<file path="config.mk">
export PLATFORM = sky130hd
export DESIGN_NAME = stt_top
export DESIGN_NICKNAME = d
export VERILOG_FILES = /design/src/design/stt_pkg.sv /design/src/design/stt_counter.sv /design/src/design/stt_clk_sel.sv /design/src/design/stt_top.sv
export VERILOG_INCLUDE_DIRS = /design/src /design/src/design
export SDC_FILE = /design/constraint.sdc
export NUM_CORES = 1
export LEC_CHECK = 0
export BUFFER_PORTS_ARGS = -buffer_cell sky130_fd_sc_hd__buf_2
export CAP_MARGIN = 30
export CORE_MARGIN = 2
export CORE_UTILIZATION = 40
export DETAILED_ROUTE_END_ITERATION = 7
export GPL_TIMING_DRIVEN = 1
export SLEW_MARGIN = 20
export SYNTH_ARGS = -nofsm -noshare
export SYNTH_HDL_FRONTEND = slang
export SYNTH_SLANG_ARGS = --single-unit
export TNS_END_PERCENT = 50
</file>
<file path="constraint.sdc">
create_clock -name MCLK -period 4.1 [get_ports MCLK]
set_input_delay 0.41 -clock MCLK [delete_from_list [all_inputs] [get_ports MCLK]]
set_output_delay 0.41 -clock MCLK [all_outputs]
set_load 0.005 [all_outputs]
</file>
<file path="src/design/stt_cfg.svh">
`ifndef STT_CFG_SVH
`define STT_CFG_SVH
// ==========================================
// Register indices (byte address is index * 4)
`define STT_IDX_CTRL 10'h0d1
`define STT_IDX_RELH 10'h0d2
`define STT_IDX_RELL 10'h0d3
`define STT_IDX_CNTH 10'h0d4
`define STT_IDX_CNTL 10'h0d5
`define STT_IDX_PWR 10'h0d6
`define STT_IDX_OSC 10'h0d7
`define STT_IDX_DIV 10'h0d8
`define STT_IDX_STAT 10'h0d9
`define STT_IDX_MASK 10'h0da
// ==========================================
// Field positions
`define STT_CTRL_FLAG 7
`define STT_CTRL_SEL_HI 6
`define STT_CTRL_SEL_LO 5
`define STT_CTRL_IRQ_EN 1
`define STT_CTRL_RUN 0
`define STT_PWR_DOWN 7
`define STT_OSC_RC_BIT 3
`define STT_STAT_RELOAD 0
`define STT_STAT_START 1
`define STT_NSTAT 2
// ==========================================
// Reset values and encodings
`define STT_SEL_RST 2'h3
`define STT_SEL_DIV 2'h3
`define STT_SEL_HF 2'h0
`define STT_SEL_MF 2'h1
`define STT_BYTE_RST 8'h00
`define STT_OSCILLATOR_CONFIG_RST 3'h0
`define STT_OSCILLATOR_CONFIG_HF 3'h0
`define STT_OSCILLATOR_CONFIG_MF 3'h1
`define STT_OSCILLATOR_CONFIG_LF 3'h2
`define STT_OSCILLATOR_CONFIG_RC 3'h3
`define STT_OSCILLATOR_CONFIG_WD 3'h4
`define STT_OSCILLATOR_CONFIG_EXT 3'h7
`endif

</file>
<file path="src/design/stt_pkg.sv">
`default_nettype none
package stt_pkg;
    // Oscillator tick enables, one MCLK pulse per source edge
    typedef struct packed {
        logic hf;
        logic mf;
        logic lf;
        logic ext;
        logic rc;
        logic wd;
    } stt_osc_ticks_t;

    typedef struct packed {
        logic psel;
        logic penable;
        logic pwrite;
        logic [11:0] paddr;
        logic [31:0] pwdata;
    } stt_apb_req_t;

    typedef enum logic {
        STT_CNT_IDLE,
        STT_CNT_RUN
    } stt_cnt_state_t;
endpackage
`default_nettype wire

</file>
<file path="src/design/stt_counter.sv">
`default_nettype none
`include "stt_cfg.svh"
module stt_counter #(
    parameter int PRE_W = 7,
    parameter int CNT_W = 16
) (
    input wire logic clk,
    input wire logic rst_n,
    input wire logic wdt_rst,
    input wire logic enable,
    input wire logic tick,
    input wire logic [CNT_W-1:0] reload,
    output logic [PRE_W+CNT_W-1:0] count,
    output logic reload_pulse,
    output logic start_pulse
);
    import stt_pkg::*;

    stt_cnt_state_t state_r;
    logic [PRE_W+CNT_W-1:0] load_val;
    logic at_zero;

    assign load_val = {reload, {PRE_W{1'b1}}};
    assign at_zero = (count == '0);

    always_ff @(posedge clk or negedge rst_n) begin
        if (!rst_n) begin
            state_r <= STT_CNT_IDLE;
        end else if (wdt_rst || !enable) begin
            state_r <= STT_CNT_IDLE;
        end else begin
            state_r <= STT_CNT_RUN;
        end
    end

    always_ff @(posedge clk or negedge rst_n) begin
        if (!rst_n) begin
            count <= '0;
        end else if (wdt_rst || !enable) begin
            count <= '0;
        end else if (state_r == STT_CNT_IDLE) begin
            count <= load_val;
        end else if (tick) begin
            count <= at_zero ? load_val : count - 1'b1;
        end
    end

    always_ff @(posedge clk or negedge rst_n) begin
        if (!rst_n) begin
            reload_pulse <= 1'b0;
            start_pulse <= 1'b0;
        end else begin
            reload_pulse <= !wdt_rst && enable && state_r == STT_CNT_RUN && tick && at_zero;
            start_pulse <= !wdt_rst && enable && state_r == STT_CNT_IDLE;
        end
    end
endmodule
`default_nettype wire

</file>
<file path="src/design/stt_clk_sel.sv">
`default_nettype none
`include "stt_cfg.svh"
module stt_clk_sel #(
    parameter int DIV_W = 8
) (
    input wire logic clk,
    input wire logic rst_n,
    input wire stt_pkg::stt_osc_ticks_t osc,
    input wire logic [2:0] oscillator_config,
    input wire logic rc_clk,
    input wire logic [1:0] sel,
    input wire logic [DIV_W-1:0] divider,
    input wire logic enable,
    output logic tick
);
    import stt_pkg::*;

    logic src;
    logic use_div;
    logic crystal;
    logic base;
    logic [DIV_W-1:0] div_cnt_r;

    always_comb begin
        crystal = 1'b1;
        base = 1'b0;
        unique case (oscillator_config)
            `STT_OSCILLATOR_CONFIG_HF: base = osc.hf;
            `STT_OSCILLATOR_CONFIG_MF: base = osc.mf;
            `STT_OSCILLATOR_CONFIG_LF: base = osc.lf;
            `STT_OSCILLATOR_CONFIG_EXT: base = osc.ext;
            `STT_OSCILLATOR_CONFIG_RC: crystal = 1'b0;
            `STT_OSCILLATOR_CONFIG_WD: crystal = 1'b0;
            default: crystal = 1'b0;
        endcase
        use_div = 1'b0;
        if (sel != `STT_SEL_DIV) begin
            if (crystal) begin
                src = base;
            end else if (sel == `STT_SEL_HF) begin
                src = osc.hf;
            end else if (sel == `STT_SEL_MF) begin
                src = osc.mf;
            end else begin
                src = osc.lf;
            end
        end else if (rc_clk) begin
            src = osc.rc;
        end else begin
            use_div = 1'b1;
            if (crystal) begin
                src = base;
            end else begin
                src = (oscillator_config == `STT_OSCILLATOR_CONFIG_RC) ? osc.rc : osc.wd;
            end
        end
        // Undefined configurations give no counter clock
        if (oscillator_config != `STT_OSCILLATOR_CONFIG_RC && oscillator_config != `STT_OSCILLATOR_CONFIG_WD && !crystal) begin
            src = 1'b0;
        end
    end

    always_ff @(posedge clk or negedge rst_n) begin
        if (!rst_n) begin
            div_cnt_r <= '0;
        end else if (!enable || !use_div) begin
            div_cnt_r <= '0;
        end else if (src) begin
            div_cnt_r <= (div_cnt_r >= divider) ? '0 : div_cnt_r + 1'b1;
        end
    end

    always_ff @(posedge clk or negedge rst_n) begin
        if (!rst_n) begin
            tick <= 1'b0;
        end else begin
            tick <= enable && src && (!use_div || div_cnt_r >= divider);
        end
    end
endmodule
`default_nettype wire

</file>
<file path="src/design/stt_top.sv">
`default_nettype none
`include "stt_cfg.svh"
module stt_top #(
    parameter int PRE_W = 7,
    parameter int CNT_W = 16,
    parameter int DIV_W = 8
) (
    input wire logic MCLK,
    input wire logic RESETN,
    input wire logic WDT_RESET,
    input wire logic WDT_IRQ,
    input wire stt_pkg::stt_osc_ticks_t OSC_TICKS,
    input wire stt_pkg::stt_apb_req_t APB_REQ,
    output logic PREADY,
    output logic [31:0] PRDATA,
    output logic PSLVERR,
    output logic IRQ,
    output logic SHARED_IRQ
);
    import stt_pkg::*;

    // ==========================================
    // Control and configuration state
    logic flag_r;
    logic [1:0] sel_r;
    logic irq_en_r;
    logic run_r;
    logic pwr_down_r;
    logic [7:0] reload_hi_r;
    logic [7:0] reload_lo_r;
    logic [2:0] oscillator_config_r;
    logic rc_clk_r;
    logic [DIV_W-1:0] div_r;
    logic [`STT_NSTAT-1:0] stat_r;
    logic [`STT_NSTAT-1:0] mask_r;
    logic [`STT_NSTAT-1:0] stat_nxt;
    logic [`STT_NSTAT-1:0] stat_evt;

    // ==========================================
    // Bus decode
    logic [9:0] idx;
    logic aligned;
    logic setup;
    logic wr_commit;
    logic mapped;
    logic [31:0] rdata_nxt;
    logic wr_ctrl;
    logic wr_relh;
    logic wr_rell;
    logic wr_pwr;
    logic wr_osc;
    logic wr_div;
    logic wr_stat;
    logic wr_mask;
    logic [7:0] wbyte;

    // ==========================================
    // Counter path
    logic run_eff;
    logic src_tick;
    logic [PRE_W+CNT_W-1:0] count;
    logic reload_pulse;
    logic start_pulse;

    assign idx = APB_REQ.paddr[11:2];
    assign aligned = (APB_REQ.paddr[1:0] == 2'h0);
    assign setup = APB_REQ.psel && !APB_REQ.penable;
    assign wr_commit = APB_REQ.psel && APB_REQ.penable && PREADY && APB_REQ.pwrite
        && !PSLVERR;
    assign wbyte = APB_REQ.pwdata[7:0];
    assign wr_ctrl = wr_commit && idx == `STT_IDX_CTRL;
    assign wr_relh = wr_commit && idx == `STT_IDX_RELH;
    assign wr_rell = wr_commit && idx == `STT_IDX_RELL;
    assign wr_pwr = wr_commit && idx == `STT_IDX_PWR;
    assign wr_osc = wr_commit && idx == `STT_IDX_OSC;
    assign wr_div = wr_commit && idx == `STT_IDX_DIV;
    assign wr_stat = wr_commit && idx == `STT_IDX_STAT;
    assign wr_mask = wr_commit && idx == `STT_IDX_MASK;

    assign run_eff = run_r && !pwr_down_r;

    always_comb begin
        mapped = aligned;
        rdata_nxt = 32'h0000_0000;
        unique case (idx)
            `STT_IDX_CTRL: rdata_nxt[7:0] = {flag_r, sel_r, 3'h0, irq_en_r, run_r};
            `STT_IDX_RELH: rdata_nxt[7:0] = reload_hi_r;
            `STT_IDX_RELL: rdata_nxt[7:0] = reload_lo_r;
            `STT_IDX_CNTH: rdata_nxt[7:0] = count[PRE_W+CNT_W-1 -: 8];
            `STT_IDX_CNTL: rdata_nxt[7:0] = count[PRE_W +: 8];
            `STT_IDX_PWR: rdata_nxt[`STT_PWR_DOWN] = pwr_down_r;
            `STT_IDX_OSC: rdata_nxt[3:0] = {rc_clk_r, oscillator_config_r};
            `STT_IDX_DIV: rdata_nxt[DIV_W-1:0] = div_r;
            `STT_IDX_STAT: rdata_nxt[`STT_NSTAT-1:0] = stat_r;
            `STT_IDX_MASK: rdata_nxt[`STT_NSTAT-1:0] = mask_r;
            default: mapped = 1'b0;
        endcase
    end

    // ==========================================
    // APB slave: no wait state, answer registered
    always_ff @(posedge MCLK or negedge RESETN) begin
        if (!RESETN) begin
            PREADY <= 1'b0;
            PRDATA <= 32'h0000_0000;
            PSLVERR <= 1'b0;
        end else begin
            PREADY <= setup;
            if (setup) begin
                PRDATA <= (mapped && !APB_REQ.pwrite) ? rdata_nxt : 32'h0000_0000;
                PSLVERR <= !mapped;
            end else if (PREADY) begin
                PRDATA <= 32'h0000_0000;
                PSLVERR <= 1'b0;
            end
        end
    end

    // ==========================================
    // Control register
    always_ff @(posedge MCLK or negedge RESETN) begin
        if (!RESETN) begin
            sel_r <= `STT_SEL_RST;
            irq_en_r <= 1'b0;
            run_r <= 1'b0;
        end else if (WDT_RESET) begin
            sel_r <= `STT_SEL_RST;
            irq_en_r <= 1'b0;
            run_r <= 1'b0;
        end else if (wr_ctrl) begin
            irq_en_r <= wbyte[`STT_CTRL_IRQ_EN];
            run_r <= wbyte[`STT_CTRL_RUN];
            // Select is locked while running
            if (!run_r) begin
                sel_r <= wbyte[`STT_CTRL_SEL_HI:`STT_CTRL_SEL_LO];
            end
        end
    end

    // Flag: hardware set wins over a software clear
    always_ff @(posedge MCLK or negedge RESETN) begin
        if (!RESETN) begin
            flag_r <= 1'b0;
        end else if (WDT_RESET) begin
            flag_r <= 1'b0;
        end else if (reload_pulse) begin
            flag_r <= 1'b1;
        end else if (wr_ctrl && !wbyte[`STT_CTRL_FLAG]) begin
            flag_r <= 1'b0;
        end
    end

    // ==========================================
    // Reload, power and clock configuration
    always_ff @(posedge MCLK or negedge RESETN) begin
        if (!RESETN) begin
            reload_hi_r <= `STT_BYTE_RST;
            reload_lo_r <= `STT_BYTE_RST;
        end else if (WDT_RESET) begin
            reload_hi_r <= `STT_BYTE_RST;
            reload_lo_r <= `STT_BYTE_RST;
        end else begin
            if (wr_relh) begin
                reload_hi_r <= wbyte;
            end
            if (wr_rell) begin
                reload_lo_r <= wbyte;
            end
        end
    end

    always_ff @(posedge MCLK or negedge RESETN) begin
        if (!RESETN) begin
            pwr_down_r <= 1'b0;
        end else if (WDT_RESET) begin
            pwr_down_r <= 1'b0;
        end else if (wr_pwr) begin
            pwr_down_r <= wbyte[`STT_PWR_DOWN];
        end
    end

    always_ff @(posedge MCLK or negedge RESETN) begin
        if (!RESETN) begin
            oscillator_config_r <= `STT_OSCILLATOR_CONFIG_RST;
            rc_clk_r <= 1'b0;
            div_r <= '0;
        end else if (WDT_RESET) begin
            oscillator_config_r <= `STT_OSCILLATOR_CONFIG_RST;
            rc_clk_r <= 1'b0;
            div_r <= '0;
        end else begin
            if (wr_osc) begin
                oscillator_config_r <= wbyte[2:0];
                rc_clk_r <= wbyte[`STT_OSC_RC_BIT];
            end
            if (wr_div) begin
                div_r <= APB_REQ.pwdata[DIV_W-1:0];
            end
        end
    end

    // ==========================================
    // Event status and mask
    assign stat_evt = {start_pulse, reload_pulse};

    always_comb begin
        stat_nxt = stat_r;
        if (wr_stat) begin
            stat_nxt = stat_r & ~APB_REQ.pwdata[`STT_NSTAT-1:0];
        end
        stat_nxt = stat_nxt | stat_evt;
    end

    always_ff @(posedge MCLK or negedge RESETN) begin
        if (!RESETN) begin
            stat_r <= '0;
        end else if (WDT_RESET) begin
            stat_r <= '0;
        end else begin
            stat_r <= stat_nxt;
        end
    end

    always_ff @(posedge MCLK or negedge RESETN) begin
        if (!RESETN) begin
            mask_r <= '0;
        end else if (WDT_RESET) begin
            mask_r <= '0;
        end else if (wr_mask) begin
            mask_r <= APB_REQ.pwdata[`STT_NSTAT-1:0];
        end
    end

    // ==========================================
    // Interrupt outputs
    always_ff @(posedge MCLK or negedge RESETN) begin
        if (!RESETN) begin
            IRQ <= 1'b0;
            SHARED_IRQ <= 1'b0;
        end else begin
            IRQ <= |(stat_r & mask_r);
            SHARED_IRQ <= (flag_r && irq_en_r) || WDT_IRQ;
        end
    end

    // ==========================================
    // Clock source and counter
    stt_clk_sel #(
        .DIV_W(DIV_W)
    ) u_clk_sel (
        .clk(MCLK),
        .rst_n(RESETN),
        .osc(OSC_TICKS),
        .oscillator_config(oscillator_config_r),
        .rc_clk(rc_clk_r),
        .sel(sel_r),
        .divider(div_r),
        .enable(run_eff),
        .tick(src_tick)
    );

    stt_counter #(
        .PRE_W(PRE_W),
        .CNT_W(CNT_W)
    ) u_counter (
        .clk(MCLK),
        .rst_n(RESETN),
        .wdt_rst(WDT_RESET),
        .enable(run_eff),
        .tick(src_tick),
        .reload({reload_hi_r, reload_lo_r}),
        .count(count),
        .reload_pulse(reload_pulse),
        .start_pulse(start_pulse)
    );
endmodule
`default_nettype wire

</file>
After elaboration in Yosys (flattened, before gate mapping) --
Cells that the tools add are included.
Word-level totals: register bits after elaboration 109, output and inout port bits 36
Cells by class: $add $sub $neg 2, $lt $le $gt $ge 1, eq/ne operators 20, mux-type cells 56, bitwise gates (word level) 5, reduce and logical (&&, ||, !) cells 58
Operators with widths (number):
- $eq A10 B8 Y1 const B | 10
- $mux W23 | 4
- $mux W8 | 10
- $mux W32 | 2
- $logic_and A1 B1 Y1 | 26
- $mux W1 | 26
- $logic_not A23 Y1 | 1
- $sub A23 B1 Y23 const B | 1
- $pmux W2 S9 | 1
- $pmux W3 S6 | 1
- $reduce_bool A2 Y1 | 9
- $mux W2 | 7
- $pmux W2 S6 | 1
- $logic_not A1 Y1 | 10
- $reduce_or A10 Y1 | 1
- $add A8 B1 Y8 const B | 1
- $ge A8 B8 Y1 | 1
- $pmux W1 S7 | 1
- $eq A3 B2 Y1 const B | 2
- $mux W3 | 2
- $ne A3 B3 Y1 const B | 2
- $and A2 B2 Y2 | 2
- $logic_not A2 Y1 | 2
- $logic_or A1 B1 Y1 | 4
- 14 further kinds | 15

Longest topological paths before layout --
Gate-level depths: netlist of the first run.
depth in word-level cells 9, gate-level depth with buffers 9, gate-level depth less buffers 8

Hierarchy --
Synthesis of the first run repeated with hierarchy kept, for this count alone.
Unflattened totals: cell total of the unflattened synthesis 624, area, all modules 5716.7 µm²
Modules (own cells, without submodules):
- stt_top | instances 1, cells an instance 313, area an instance 3057.9 µm², sequential area each 1253.7 µm²
- stt_counter | instances 1, cells an instance 200, area an instance 1714.1 µm², sequential area each 650.6 µm²
- stt_clk_sel | instances 1, cells an instance 111, area an instance 944.7 µm², sequential area each 225.2 µm²

Worst setup path after synthesis of the first run --
No wires, ideal clock.
kind flip-flop to flip-flop, start register u_counter.count[16], end register u_counter.count[8], setup time 122 ps, data arrival time 2333 ps, slack 1645 ps, cell stages (with the launch flop) 7, clock period less this slack 2455 ps, cells stage by stage dfrtp_1 > or3_1 > clkbuf_1 > or4_4 > o41ai_4 > mux2_2 > a32o_1
Between the ends: word-level cells in the longest chain between the ends 5
RTL lines:
- start, declared | line stt_counter.sv:13 | output logic [PRE_W+CNT_W-1:0] count,
- start signal, assigned | line stt_counter.sv:42 | count <= load_val;
- start signal, assigned | line stt_counter.sv:44 | count <= at_zero ? load_val : count - 1'b1;
- $logic_not A23 Y1 | line stt_counter.sv:24 | assign at_zero = (count == '0);
- $mux W23 | line stt_counter.sv:44
- $mux W23 | line stt_counter.sv:43 | end else if (tick) begin
- $mux W23 | line stt_counter.sv:41 | end else if (state_r == STT_CNT_IDLE) begin
- $mux W23 | line stt_counter.sv:39 | end else if (wdt_rst || !enable) begin
No other way between the ends. The select of a mux whose other input is x is not followed. A chain may end at the register's enable or synchronous reset.

Worst setup path in the final report of the first run --
start register u_counter.count[16], end register u_counter.count[18]
Between the ends: word-level cells in the longest chain between the ends 5, elaborated cells on any way between the ends 6, classes of those cells add/sub: 1; mux: 4; reduce/logical: 1
RTL lines (line):
- $sub A23 B1 Y23 or $logic_not A23 Y1 (tied branches) | stt_counter.sv:44, stt_counter.sv:24
- $mux W23 * | stt_counter.sv:44
- $mux W23 * | stt_counter.sv:43
- $mux W23 * | stt_counter.sv:41
- $mux W23 * | stt_counter.sv:39
Mark *: on every way between the ends. The rest lies on a longest branch, timed or not. The select of a mux whose other input is x is not followed.

==> results of run 1 <==
==> final cells by class <==
cell class | count | area (µm²)
clock buffers | 14 | 264
fillers | 1268 | 7250
well taps | 176 | 220
repair buffers | 50 | 268
flip-flops and latches | 85 | 2130
multi-input cells | 478 | 2860
clock inverters | 2 | 10.0
inverters | 22 | 82.6
==> state kept, by name, summed over array words and instances, names as in the netlist, 2 cells and up <==
register	count
mask_r	2
sel_r	2
reload_lo_r	8
u_counter.count	23
PRDATA	8
u_clk_sel.div_cnt_r	8
stat_r	2
div_r	8
reload_hi_r	8
oscillator_config_r	3
==> cell usage after synthesis, drive strengths merged (3+ instances only) <==
master and instances:
ha 11, a21oi 55, a31oi 8, and4 3
a22o 8, nor2 43, nand2 80, clkbuf 21
or4 3, or2 5, nand4 6, inv 22
nand3b 5, mux2i 20, nand3 24, o21a 5
a221o 3, dfrtp 83, a21o 4, o21ai 34
and3 3, buf 32, or3 6, nand2b 4
o21bai 4, o31ai 5, nor3 23, a221oi 5
o22ai 11, a32o 3, mux2 8, o41ai 3
nor2b 7, and2 6, nor4 20, a211oi 5
==> layout by cell type, fill, tap and decap left out, types with 4 or more instances in the layout <==
cell type,count
sky130_fd_sc_hd__a21oi_1,55
sky130_fd_sc_hd__o31ai_1,5
sky130_fd_sc_hd__a22o_1,8
sky130_fd_sc_hd__a211oi_1,5
sky130_fd_sc_hd__o21a_1,5
sky130_fd_sc_hd__nand2b_1,4
sky130_fd_sc_hd__nor2_1,43
sky130_fd_sc_hd__nand3b_1,5
sky130_fd_sc_hd__or2_2,5
sky130_fd_sc_hd__o21ai_0,31
sky130_fd_sc_hd__inv_1,22
sky130_fd_sc_hd__nor4_2,4
sky130_fd_sc_hd__dfrtp_1,83
sky130_fd_sc_hd__mux2i_1,20
sky130_fd_sc_hd__a21o_1,4
sky130_fd_sc_hd__conb_1,24
sky130_fd_sc_hd__nand3_1,24
sky130_fd_sc_hd__buf_2,43
sky130_fd_sc_hd__and2_1,6
sky130_fd_sc_hd__nand2_1,80
sky130_fd_sc_hd__mux2_2,8
sky130_fd_sc_hd__a31oi_1,8
sky130_fd_sc_hd__nor3_1,23
sky130_fd_sc_hd__or3_1,6
sky130_fd_sc_hd__o21bai_1,4
sky130_fd_sc_hd__nand4_1,6
sky130_fd_sc_hd__o22ai_1,11
sky130_fd_sc_hd__ha_1,11
sky130_fd_sc_hd__nor2b_1,7
sky130_fd_sc_hd__buf_4,7
sky130_fd_sc_hd__a221oi_1,5
sky130_fd_sc_hd__clkbuf_16,9
sky130_fd_sc_hd__nor4_1,16
==> critical path, stage by stage, from the launching register on <==
cell	delay, ns
sky130_fd_sc_hd__dfrtp_1	0.46
sky130_fd_sc_hd__or3_1	0.49
sky130_fd_sc_hd__or4_4	0.51
sky130_fd_sc_hd__o41ai_4	0.70
sky130_fd_sc_hd__buf_4	0.31
sky130_fd_sc_hd__nor3_1	0.07
sky130_fd_sc_hd__a21oi_1	0.14
sky130_fd_sc_hd__o22ai_1	0.10
==> metrics by stage <==
| stage | power (mW) | hold slack [ns] | util | std cells |
|---|---|---|---|---|
| after floorplan | 0.916 | 0.114 | - | 638 |
| after global placement | 0.951 | 0.453 | 0.425 | 811 |
| after detailed placement | 0.952 | 0.449 | 0.425 | 811 |
| after CTS | 1.72 | 0.107 | 0.446 | 827 |
| after global routing | 1.78 | 0.132 | 0.446 | 827 |
| final | 1.71 | 0.0895 | 0.446 | 827 |
==> cells by family (layout without fill, tap and decap cells) <==
family	count (synthesis)	after routing	share of synthesized area
flip-flops	85	85	0.403
other	1	24	0.000709
AO/OA/AOI/OAI	169	169	0.208
AND/OR/NAND/NOR	244	244	0.232
XOR/XNOR	2	2	0.00331
multiplexers	28	28	0.0549
buffers and inverters	75	88	0.0724
adder cells (fa/ha/maj)	11	11	0.0260
==> routing by layer <==
metal	GRT usage	wire length, µm	vias up
met4	0.107	579	0
met1	0.308	6630	2344
met5	0	0	-
met2	0.318	6740	197
met3	0.0383	1040	39
li1	-	-	2270
==> worst paths after layout <==
kind,start,to,depth (start not counted)
max reg2reg,u_counter.count[16],u_counter.count[18],7
min,RESETN,stat_r[0],1
min reg2reg,u_counter.start_pulse,stat_r[1],2
min in group MCLK,WDT_IRQ,SHARED_IRQ,2
max in group asynchronous,RESETN,u_clk_sel.div_cnt_r[2],2
max,u_counter.count[16],u_counter.count[18],7
==> power groups by stage <==
stage	sequential [mW]	combinational (mW)	clock (mW)
2_1_floorplan	0.858	0.0575	0
3_3_place_gp	0.858	0.0930	0
3_5_place_dp	0.858	0.0945	0
4_1_cts	0.842	0.0949	0.784
5_1_grt	0.842	0.106	0.828
6_report	0.842	0.0949	0.771
==> impl_metrics.sql, run 1 <==
INSERT INTO impl_metrics (metric_group, metric, value, unit) VALUES
('die', 'die_h', '119', 'µm'),
('cts', 'postCtsHoldBufs', '0', ''),
('route', 'drc', '0', ''),
('global_route', 'antenna_found_initial', '0', ''),
('timing', 'setup_repair_after_global_routing_missed_its_margin', 'false', ''),
('timing', 'max_slew.worst_pin.slew', '0.790', 'ns'),
('timing', 'setup_violations', '0', ''),
('min_path', 'worst_hold_path_type', 'input pin to async pin', ''),
('setup_path', 'required', '4.30', 'ns'),
('cts', 'clock_edge_transition_at_the_registers_on_the_reported_setup_and_hold_paths', '0.06', 'ns'),
('timing', 'finalCritPeriodShare', '0.711', ''),
('cts', 'ctsHtreeMaxLevel', '3', ''),
('pwr', 'internal-power', '1.31', 'mW'),
('yosys', 'number_of_enable_type_register_cells_in_the_synthesized_netlist', '0', ''),
('cts', 'postCtsSetupBuffers', '0', ''),
('yosys', 'postSynth.topFlopCell', 'sky130_fd_sc_hd__dfrtp_1', ''),
('yosys', 'synthesis.instances', '615', ''),
('die', 'floorplan.core_area', '0.0131', 'mm²'),
('setup_path', 'worst-path-max-fanout', '13', ''),
('setup_path', 'endpoint_kind', 'flip-flop', ''),
('die', 'design.portCount', '93', ''),
('yosys', 'sequential_fraction_of_the_synthesis_area', '0.403', ''),
('die', 'floorplan.initialDensity', '0.404', ''),
('cts', 'tritoncts_num_sinks', '85', ''),
('outcome', 'status', 'finished clean', ''),
('route', 'wl', '15000', 'µm'),
('timing', 'worst_slew_margin_rel', '0.473', ''),
('pwr', 'power.sequential.fraction', '0.493', ''),
('route', 'via_count', '4850', ''),
('cts', 'cts_made_buffers', '9', ''),
('placed_design', 'post-dp-hpwl', '10900', 'µm'),
('global_route', 'grt_max_degree', '50', ''),
('cts', 'clk_root_buffer_cell', 'sky130_fd_sc_hd__clkbuf_16', ''),
('pwr', 'p_leak', '2.56', 'nW'),
('yosys', 'syn_avg_cell_area', '8.60', 'µm²'),
('placed_design', 'place.gp.congestion', '0.901', ''),
('cts', 'insertion_delay', '0.35', 'ns'),
('yosys', 'yosysWarnings', '0', ''),
('placed_design', 'portBuffers', '44', ''),
('global_route', 'via_count_of_the_first_global_routing_pass', '4527', ''),
('route', 'wl_per_cell', '18.1', 'µm'),
('route', 'drtAntennaViolNets', '0', ''),
('timing', 'peak_clock_frequency_supported_by_timing', '0.343', 'GHz'),
('finish', 'final_design_area_no_fill', '0.00584', 'mm²'),
('pwr', 'netSwitchingPower', '0.398', 'mW'),
('placed_design', 'dp_worst_setup_slack', '1.23', 'ns'),
('finish', 'final_nets', '714', ''),
('yosys', 'async_flop_share', '1.00', ''),
('cts', 'cts-resized-gates', '0', ''),
('timing', 'finalWorstSetupSlack', '1.18', 'ns'),
('die', 'fp.dieArea', '0.0142', 'mm²'),
('die', 'row_count', '42', ''),
('setup_path', 'worst-endpoint-arrival', '3.12', 'ns'),
('cts', 'clk_path_buf_depth', '2', ''),
('setup_path', 'category_of_the_most_critical_setup_path', 'flip-flop to flip-flop', ''),
('global_route', 'grt_usage', '0.217', ''),
('route', 'route.detailed.vias_per_inst', '5.86', ''),
('setup_path', 'start_kind', 'flip-flop', ''),
('pwr', 'ir_worst_vdd', '0.185', 'mV'),
('global_route', 'grt_first_pass_wirelength', '24200', 'µm'),
('route', 'detail_route.first_pass.iterations', '5', ''),
('pwr', 'powerDensity', '293', 'mW/mm²'),
('timing', 'finalCriticalPeriod', '2.92', 'ns'),
('timing', 'report.final.hold_viol_count', '0', ''),
('yosys', 'synthTopCellsByArea', 'sky130_fd_sc_hd__dfrtp_1 (39%), sky130_fd_sc_hd__nand2_1 (5.7%), sky130_fd_sc_hd__a21oi_1 (5.2%)', ''),
('pwr', 'comb_power_share', '0.056', ''),
('yosys', 'synthesis.area', '0.00529', 'mm²'),
('die', 'die_w', '119', 'µm'),
('timing', 'clock-skew-final', '0.00458', 'ns'),
('pwr', 'switching_share', '0.233', ''),
('yosys', 'synth.largest_area_cell', 'sky130_fd_sc_hd__dfrtp_1', '');
Note: power is estimated with default switching activity, not from simulation.
==> run 2: changes to the inputs <==
Clock period 4.1 ns to 2.5 ns, I/O delays scaled along.
==> run 2 against run 1 <==
Net effect: wire length up 4.1%; utilization up 2.4 points; sequential power rose by 64%; setup slack lost 1.1 ns.
==> impl_metrics.sql, run 2 (synthesis gave the netlist of run 1 again) <==
INSERT INTO impl_metrics (metric_group, metric, value, unit) VALUES
('setup_path', 'worst-path-max-fanout', '8', ''),
('pwr', 'power.sequential.fraction', '0.473', ''),
('setup_path', 'critical-path-top-delay-family', 'simple AND/OR/NAND/NOR gates', ''),
('cts', 'clk_path_buf_depth', '2', ''),
('setup_path', 'crit_slowest_cell', 'sky130_fd_sc_hd__or4_4', ''),
('pwr', 'netSwitchingPower', '0.689', 'mW'),
('timing', 'setup_repair_after_global_routing_missed_its_margin', 'true', ''),
('route', 'via_count', '4974', ''),
('die', 'floorplan.initialDensity', '0.404', ''),
('cts', 'ctsHtreeMaxLevel', '3', ''),
('timing', 'clock-skew-final', '0.00735', 'ns'),
('finish', 'mostFrequentLayoutCells', 'sky130_fd_sc_hd__dfrtp_1 (83), sky130_fd_sc_hd__nand2_1 (80), sky130_fd_sc_hd__a21oi_1 (54), sky130_fd_sc_hd__buf_2 (43), sky130_fd_sc_hd__nor2_1 (42)', ''),
('timing', 'report.final.hold_viol_count', '0', ''),
('finish', 'regMostFlops', 'u_counter.count', ''),
('die', 'fp.dieArea', '0.0142', 'mm²'),
('run', 'timing.max_cap.violations', '0', ''),
('cts', 'cts_tree', 'yes', ''),
('timing', 'worst_slew_margin_rel', '0.549', ''),
('timing', 'max_slew.worst_pin.slew', '0.670', 'ns'),
('die', 'row_count', '42', ''),
('setup_path', 'required', '2.74', 'ns'),
('setup_path', 'start_kind', 'flip-flop', ''),
('finish', 'largest_register_ffs', '23', ''),
('route', 'detailedRoute.firstIterationViolations', '445', ''),
('timing', 'finalCritPeriodShare', '0.971', ''),
('route', 'drtAntennaViolNets', '0', ''),
('global_route', 'antenna_found_initial', '0', ''),
('cts', 'insertion_delay', '0.35', 'ns'),
('pwr', 'powerDensity', '475', 'mW/mm²'),
('route', 'wl_per_cell', '18.1', 'µm'),
('pwr', 'comb_power_share', '0.057', ''),
('finish', 'share_of_final_layout_standard_cells_stronger_than_drive_strength_1', '0.181', ''),
('setup_path', 'category_of_the_most_critical_setup_path', 'flip-flop to flip-flop', ''),
('pwr', 'switching_share', '0.236', ''),
('pwr', 'ir_worst_vdd', '0.321', 'mV'),
('global_route', 'via_count_of_the_first_global_routing_pass', '4736', ''),
('finish', 'final_nets', '747', ''),
('die', 'floorplan.core_area', '0.0131', 'mm²'),
('timing', 'setup_violations', '0', ''),
('global_route', 'grt_usage', '0.228', ''),
('setup_path', 'endpoint_kind', 'flip-flop', ''),
('finish', 'most_common_cell_after_layout_fill_and_taps_aside', 'sky130_fd_sc_hd__dfrtp_1', ''),
('timing', 'final-max-slew-violation-count', '0', ''),
('global_route', 'grt_max_degree', '52', ''),
('global_route', 'grt_first_pass_wirelength', '25300', 'µm'),
('setup_path', 'worst-path-buf-inv', '1', ''),
('route', 'detail_route.first_pass.iterations', '6', ''),
('finish', 'synthToLayoutAreaGrowth', '16.4', '%'),
('cts', 'clock_edge_transition_at_the_registers_on_the_reported_setup_and_hold_paths', '0.06', 'ns'),
('setup_path', 'path_cells', 'or3_1 -> or4_4 -> o41ai_4 -> buf_6 -> mux2_2 -> a32o_1', ''),
('placed_design', 'post-dp-hpwl', '11700', 'µm'),
('placed_design', 'place.gp.congestion', '0.895', ''),
('cts', 'clk_root_buffer_cell', 'sky130_fd_sc_hd__clkbuf_16', ''),
('pwr', 'p_leak', '2.74', 'nW'),
('pwr', 'p_total', '2.92', 'mW'),
('route', 'drc', '0', ''),
('finish', 'diodes', '0', ''),
('route', 'wl', '15600', 'µm'),
('pwr', 'internal-power', '2.23', 'mW'),
('die', 'design.portCount', '93', ''),
('placed_design', 'portBuffers', '44', ''),
('route', 'route.detailed.vias_per_inst', '5.78', ''),
('die', 'die_w', '119', 'µm'),
('setup_path', 'cp_slowest_stage_delay', '0.49', 'ns'),
('timing', 'holdWs', '0.0880', 'ns'),
('pwr', 'clockPowerShare', '0.470', ''),
('timing', 'finalCriticalPeriod', '2.43', 'ns'),
('outcome', 'status', 'finished clean', ''),
('global_route', 'grt_overflow_total', '0', ''),
('timing', 'peak_clock_frequency_supported_by_timing', '0.412', 'GHz'),
('die', 'die_h', '119', 'µm'),
('cts', 'tritoncts_num_sinks', '85', ''),
('setup_path', 'worst-endpoint-arrival', '2.66', 'ns'),
('min_path', 'worst_hold_path_type', 'input pin to flip-flop', ''),
('cts', 'cts_made_buffers', '9', '');
run 2: changes by cell type in the layout (fill, tap and decap cells not counted), moves of 2 or more:
cell,change
sky130_fd_sc_hd__clkinv_2,-2
sky130_fd_sc_hd__clkinvlp_4,+4
sky130_fd_sc_hd__buf_4,+30
sky130_fd_sc_hd__clkbuf_1,-2
run 2: path summary, 6_finish.rpt:
kind	depth (start not counted)	slack (ns)	to	from
min	2	0.09	SHARED_IRQ	WDT_IRQ
min in group asynchronous	2	0.40	SHARED_IRQ	RESETN
min reg2reg	2	0.47	stat_r[1]	u_counter.start_pulse
max reg2reg	6	0.07	u_counter.count[8]	u_counter.count[17]
max in group asynchronous	3	1.45	u_counter.count[17]	RESETN
max	6	0.07	u_counter.count[8]	u_counter.count[17]
run 2: layout make-up:
class	instances	area, µm²
clock inverter	5	60.1
multi-input combinational	478	2880
sequential	85	2130
inverter	22	82.6
timing repair buffer	83	534
tap	176	220
clock buffer	11	243
fill	1263	6930
run 2: stage by stage:
stage / TNS (ns) / instances / util / setup slack [ns] / instance area (µm²)
floorplan: 0 / 638 / - / 0.0450 / 5370
global placement: 0 / 841 / 0.443 / 0.0911 / 5800
detailed placement: 0 / 841 / 0.443 / 0.0550 / 5800
CTS: 0 / 858 / 0.467 / 0.0294 / 6110
global route: -0.0370 / 860 / 0.470 / -0.0265 / 6150
finish: 0 / 860 / 0.470 / 0.0722 / 6150
run 2: metal layers:
layer  track usage  wire length [µm]  share of wire
met5             0                 0              0
met4        0.0952               541          0.035
met1         0.314              6880           0.44
met2         0.352              7200           0.46
met3        0.0421               975          0.063
run 2: what timing repair did:
action,in CTS,in global routing
gates resized for setup,0,6
endpoints found under the hold margin,32,0
endpoints found under the setup margin,0,17
hold buffers,1,0
setup buffers,0,2
run 2: power by group through the flow:
stage | clock network, mW | registers, mW | logic, mW
after floorplan | 0 | 1.41 | 0.0943
after global placement | 0 | 1.41 | 0.160
after detailed placement | 0 | 1.41 | 0.164
after CTS | 1.40 | 1.38 | 0.165
after global routing | 1.47 | 1.38 | 0.182
final | 1.37 | 1.38 | 0.166
==> run 3: changes to the inputs <==
Settings changed: RECOVER_POWER set to 100.
==> run 3 against run 2 <==
Net effect: sequential power hardly changed; count of clock-buffer cells in the layout stayed put; register-to-register slack hardly changed; die area stayed put; fmax is 0.15% higher; critical path type unchanged; critical endpoint unchanged.
==> impl_metrics.sql, run 3 (synthesis gave the netlist of run 1 again) <==
INSERT INTO impl_metrics (metric_group, metric, value, unit) VALUES
('outcome', 'status', 'finished clean', ''),
('route', 'via_count', '4965', ''),
('route', 'wl_per_cell', '18.2', 'µm'),
('setup_path', 'start_kind', 'flip-flop', ''),
('finish', 'largest_register_ffs', '23', ''),
('placed_design', 'dp_worst_setup_slack', '0.0550', 'ns'),
('finish', 'most_common_cell_after_layout_fill_and_taps_aside', 'sky130_fd_sc_hd__dfrtp_1', ''),
('timing', 'clock-skew-final', '0.00718', 'ns'),
('finish', 'share_of_final_layout_standard_cells_stronger_than_drive_strength_1', '0.154', ''),
('setup_path', 'worst-path-max-fanout', '8', ''),
('route', 'drtAntennaViolNets', '0', ''),
('timing', 'report.final.hold_viol_count', '0', ''),
('finish', 'finish.utilization', '0.466', ''),
('setup_path', 'regToRegEndpoint', 'u_counter.count[8]', ''),
('setup_path', 'worst-path-buf-inv', '1', ''),
('finish', 'mostFrequentLayoutCells', 'sky130_fd_sc_hd__dfrtp_1 (83), sky130_fd_sc_hd__nand2_1 (80), sky130_fd_sc_hd__a21oi_1 (54), sky130_fd_sc_hd__nor2_1 (42)', ''),
('setup_path', 'worst-endpoint-arrival', '2.66', 'ns'),
('timing', 'setup_violations', '0', ''),
('global_route', 'grt_max_degree', '52', ''),
('setup_path', 'critical-path-top-delay-family', 'simple AND/OR/NAND/NOR gates', ''),
('timing', 'setup_repair_after_global_routing_missed_its_margin', 'true', ''),
('cts', 'insertion_delay', '0.35', 'ns'),
('cts', 'ctsHtreeMaxLevel', '3', ''),
('min_path', 'worst_hold_path.endpoint', 'SHARED_IRQ', ''),
('pwr', 'p_leak', '2.66', 'nW'),
('die', 'die_h', '119', 'µm'),
('setup_path', 'endpoint_kind', 'flip-flop', ''),
('route', 'drc', '0', ''),
('setup_path', 'timing.rr.start', 'u_counter.count[17]', ''),
('global_route', 'grt_overflow_total', '0', ''),
('setup_path', 'category_of_the_most_critical_setup_path', 'flip-flop to flip-flop', ''),
('run', 'timing.max_cap.violations', '0', ''),
('timing', 'finalCriticalPeriod', '2.42', 'ns'),
('timing', 'finalCritPeriodShare', '0.970', ''),
('setup_path', 'cp_slowest_stage_delay', '0.49', 'ns'),
('pwr', 'powerDensity', '479', 'mW/mm²'),
('timing', 'peak_clock_frequency_supported_by_timing', '0.413', 'GHz'),
('global_route', 'grt.met3_usage', '0.0421', ''),
('route', 'wl', '15600', 'µm'),
('timing', 'finalWorstSetupSlack', '0.0758', 'ns'),
('die', 'row_count', '42', ''),
('min_path', 'hold_path_startpoint', 'WDT_IRQ', ''),
('setup_path', 'crit_slowest_cell', 'sky130_fd_sc_hd__or4_4', ''),
('timing', 'worst_slew_margin_rel', '0.333', ''),
('die', 'floorplan.core_area', '0.0131', 'mm²'),
('finish', 'diodes', '0', ''),
('timing', 'final-max-slew-violation-count', '0', ''),
('cts', 'tritoncts_num_sinks', '85', ''),
('setup_path', 'required', '2.74', 'ns'),
('min_path', 'worst_hold_path_type', 'input pin to flip-flop', ''),
('pwr', 'ir_worst_vdd', '0.320', 'mV'),
('global_route', 'via_count_of_the_first_global_routing_pass', '4736', ''),
('die', 'fp.dieArea', '0.0142', 'mm²'),
('cts', 'clk_path_buf_depth', '2', ''),
('global_route', 'busiest_layer', 'met2', ''),
('timing', 'max_slew.worst_pin.slew', '0.991', 'ns'),
('global_route', 'met2_usage', '0.352', ''),
('setup_path', 'worst_r2r_path_depth', '6', ''),
('die', 'floorplan.initialDensity', '0.404', ''),
('cts', 'clk_root_buffer_cell', 'sky130_fd_sc_hd__clkbuf_16', ''),
('finish', 'synthToLayoutAreaGrowth', '15.2', '%'),
('route', 'detailedRoute.firstIterationViolations', '401', ''),
('finish', 'regMostFlops', 'u_counter.count', ''),
('route', 'detail_route.first_pass.iterations', '5', ''),
('global_route', 'grt_usage', '0.228', ''),
('global_route', 'antenna_found_initial', '0', ''),
('cts', 'cts_tree', 'yes', ''),
('cts', 'cts_made_buffers', '9', ''),
('placed_design', 'place_area', '0.00580', 'mm²'),
('setup_path', 'path_cells', 'or3_1 -> or4_4 -> o41ai_4 -> buf_6 -> mux2_2 -> a32o_1', ''),
('cts', 'clock_edge_transition_at_the_registers_on_the_reported_setup_and_hold_paths', '0.06', 'ns'),
('die', 'design.portCount', '93', ''),
('finish', 'final_nets', '747', ''),
('die', 'die_w', '119', 'µm'),
('finish', 'final_design_area_no_fill', '0.00609', 'mm²'),
('setup_path', 'ff2ff_setup_slack', '0.08', 'ns'),
('global_route', 'grt.met1_usage', '0.314', ''),
('placed_design', 'portBuffers', '44', ''),
('min_path', 'min_delay_path_depth', '2', ''),
('placed_design', 'post-dp-hpwl', '11700', 'µm'),
('route', 'route.detailed.vias_per_inst', '5.77', ''),
('global_route', 'grt_first_pass_wirelength', '25300', 'µm'),
('placed_design', 'place.gp.congestion', '0.895', '');
[run 3: cell count changes in the layout (fill, tap and decap cells not counted), sizes merged]
cell / previous run / this run
buf: 82 / 63
clkbuf: 11 / 30
[run 3: worst max-delay path by stage]
stage / endpoint / cells past startpoint / slack, ns / from
6_report: u_counter.count[8] / 6 / 0.08 / u_counter.count[17]
5_1_grt: u_counter.count[16] / 8 / -0.03 / u_counter.count[17]
4_1_cts: u_counter.count[16] / 8 / 0.03 / u_counter.count[17]
3_5_place_dp: u_counter.count[16] / 8 / 0.06 / u_counter.count[17]
3_3_place_gp: u_counter.count[8] / 6 / 0.09 / u_counter.count[17]
2_1_floorplan: u_counter.count[8] / 6 / 0.05 / u_counter.count[16]
[run 3: power breakdown]
part           leakage (nW)  switching (mW)  total [mW]  internal, mW
Combinational          1.35           0.115       0.161        0.0464
Clock                 0.134           0.572        1.37         0.802
Sequential             1.18         0.00206        1.38          1.38
Total                  2.66           0.689        2.92          2.23
[run 3: through the flow]
stage	power [mW]	hold slack (ns)	TNS, ns	cells
finish	2.92	0.0886	0	860
global route	3.02	0.0956	-0.0370	860
CTS	2.95	0.0851	0	858
detailed placement	1.57	0.243	0	841
global placement	1.57	0.241	0	841
floorplan	1.50	-0.0456	0	638
[run 3: layout make-up]
cell class,instances,area [µm²]
clock buffers,11,243
clock inverters,5,60.1
fillers,1282,6990
inverters,22,82.6
multi-input cells,478,2880
flip-flops and latches,85,2130
well taps,176,220
repair buffers,83,482
[run 3: per-layer routing]
metal	vias up	share of wire
li1	2335	-
met1	2424	0.45
met2	183	0.47
met3	23	0.056
met4	0	0.029
met5	-	0
[run 3: timing repair]
item,4_1_cts,5_1_grt
setup endpoints to repair,0,17
gates resized for setup,0,6
hold buffers,1,0
hold endpoints to repair,32,0
setup buffers,0,2
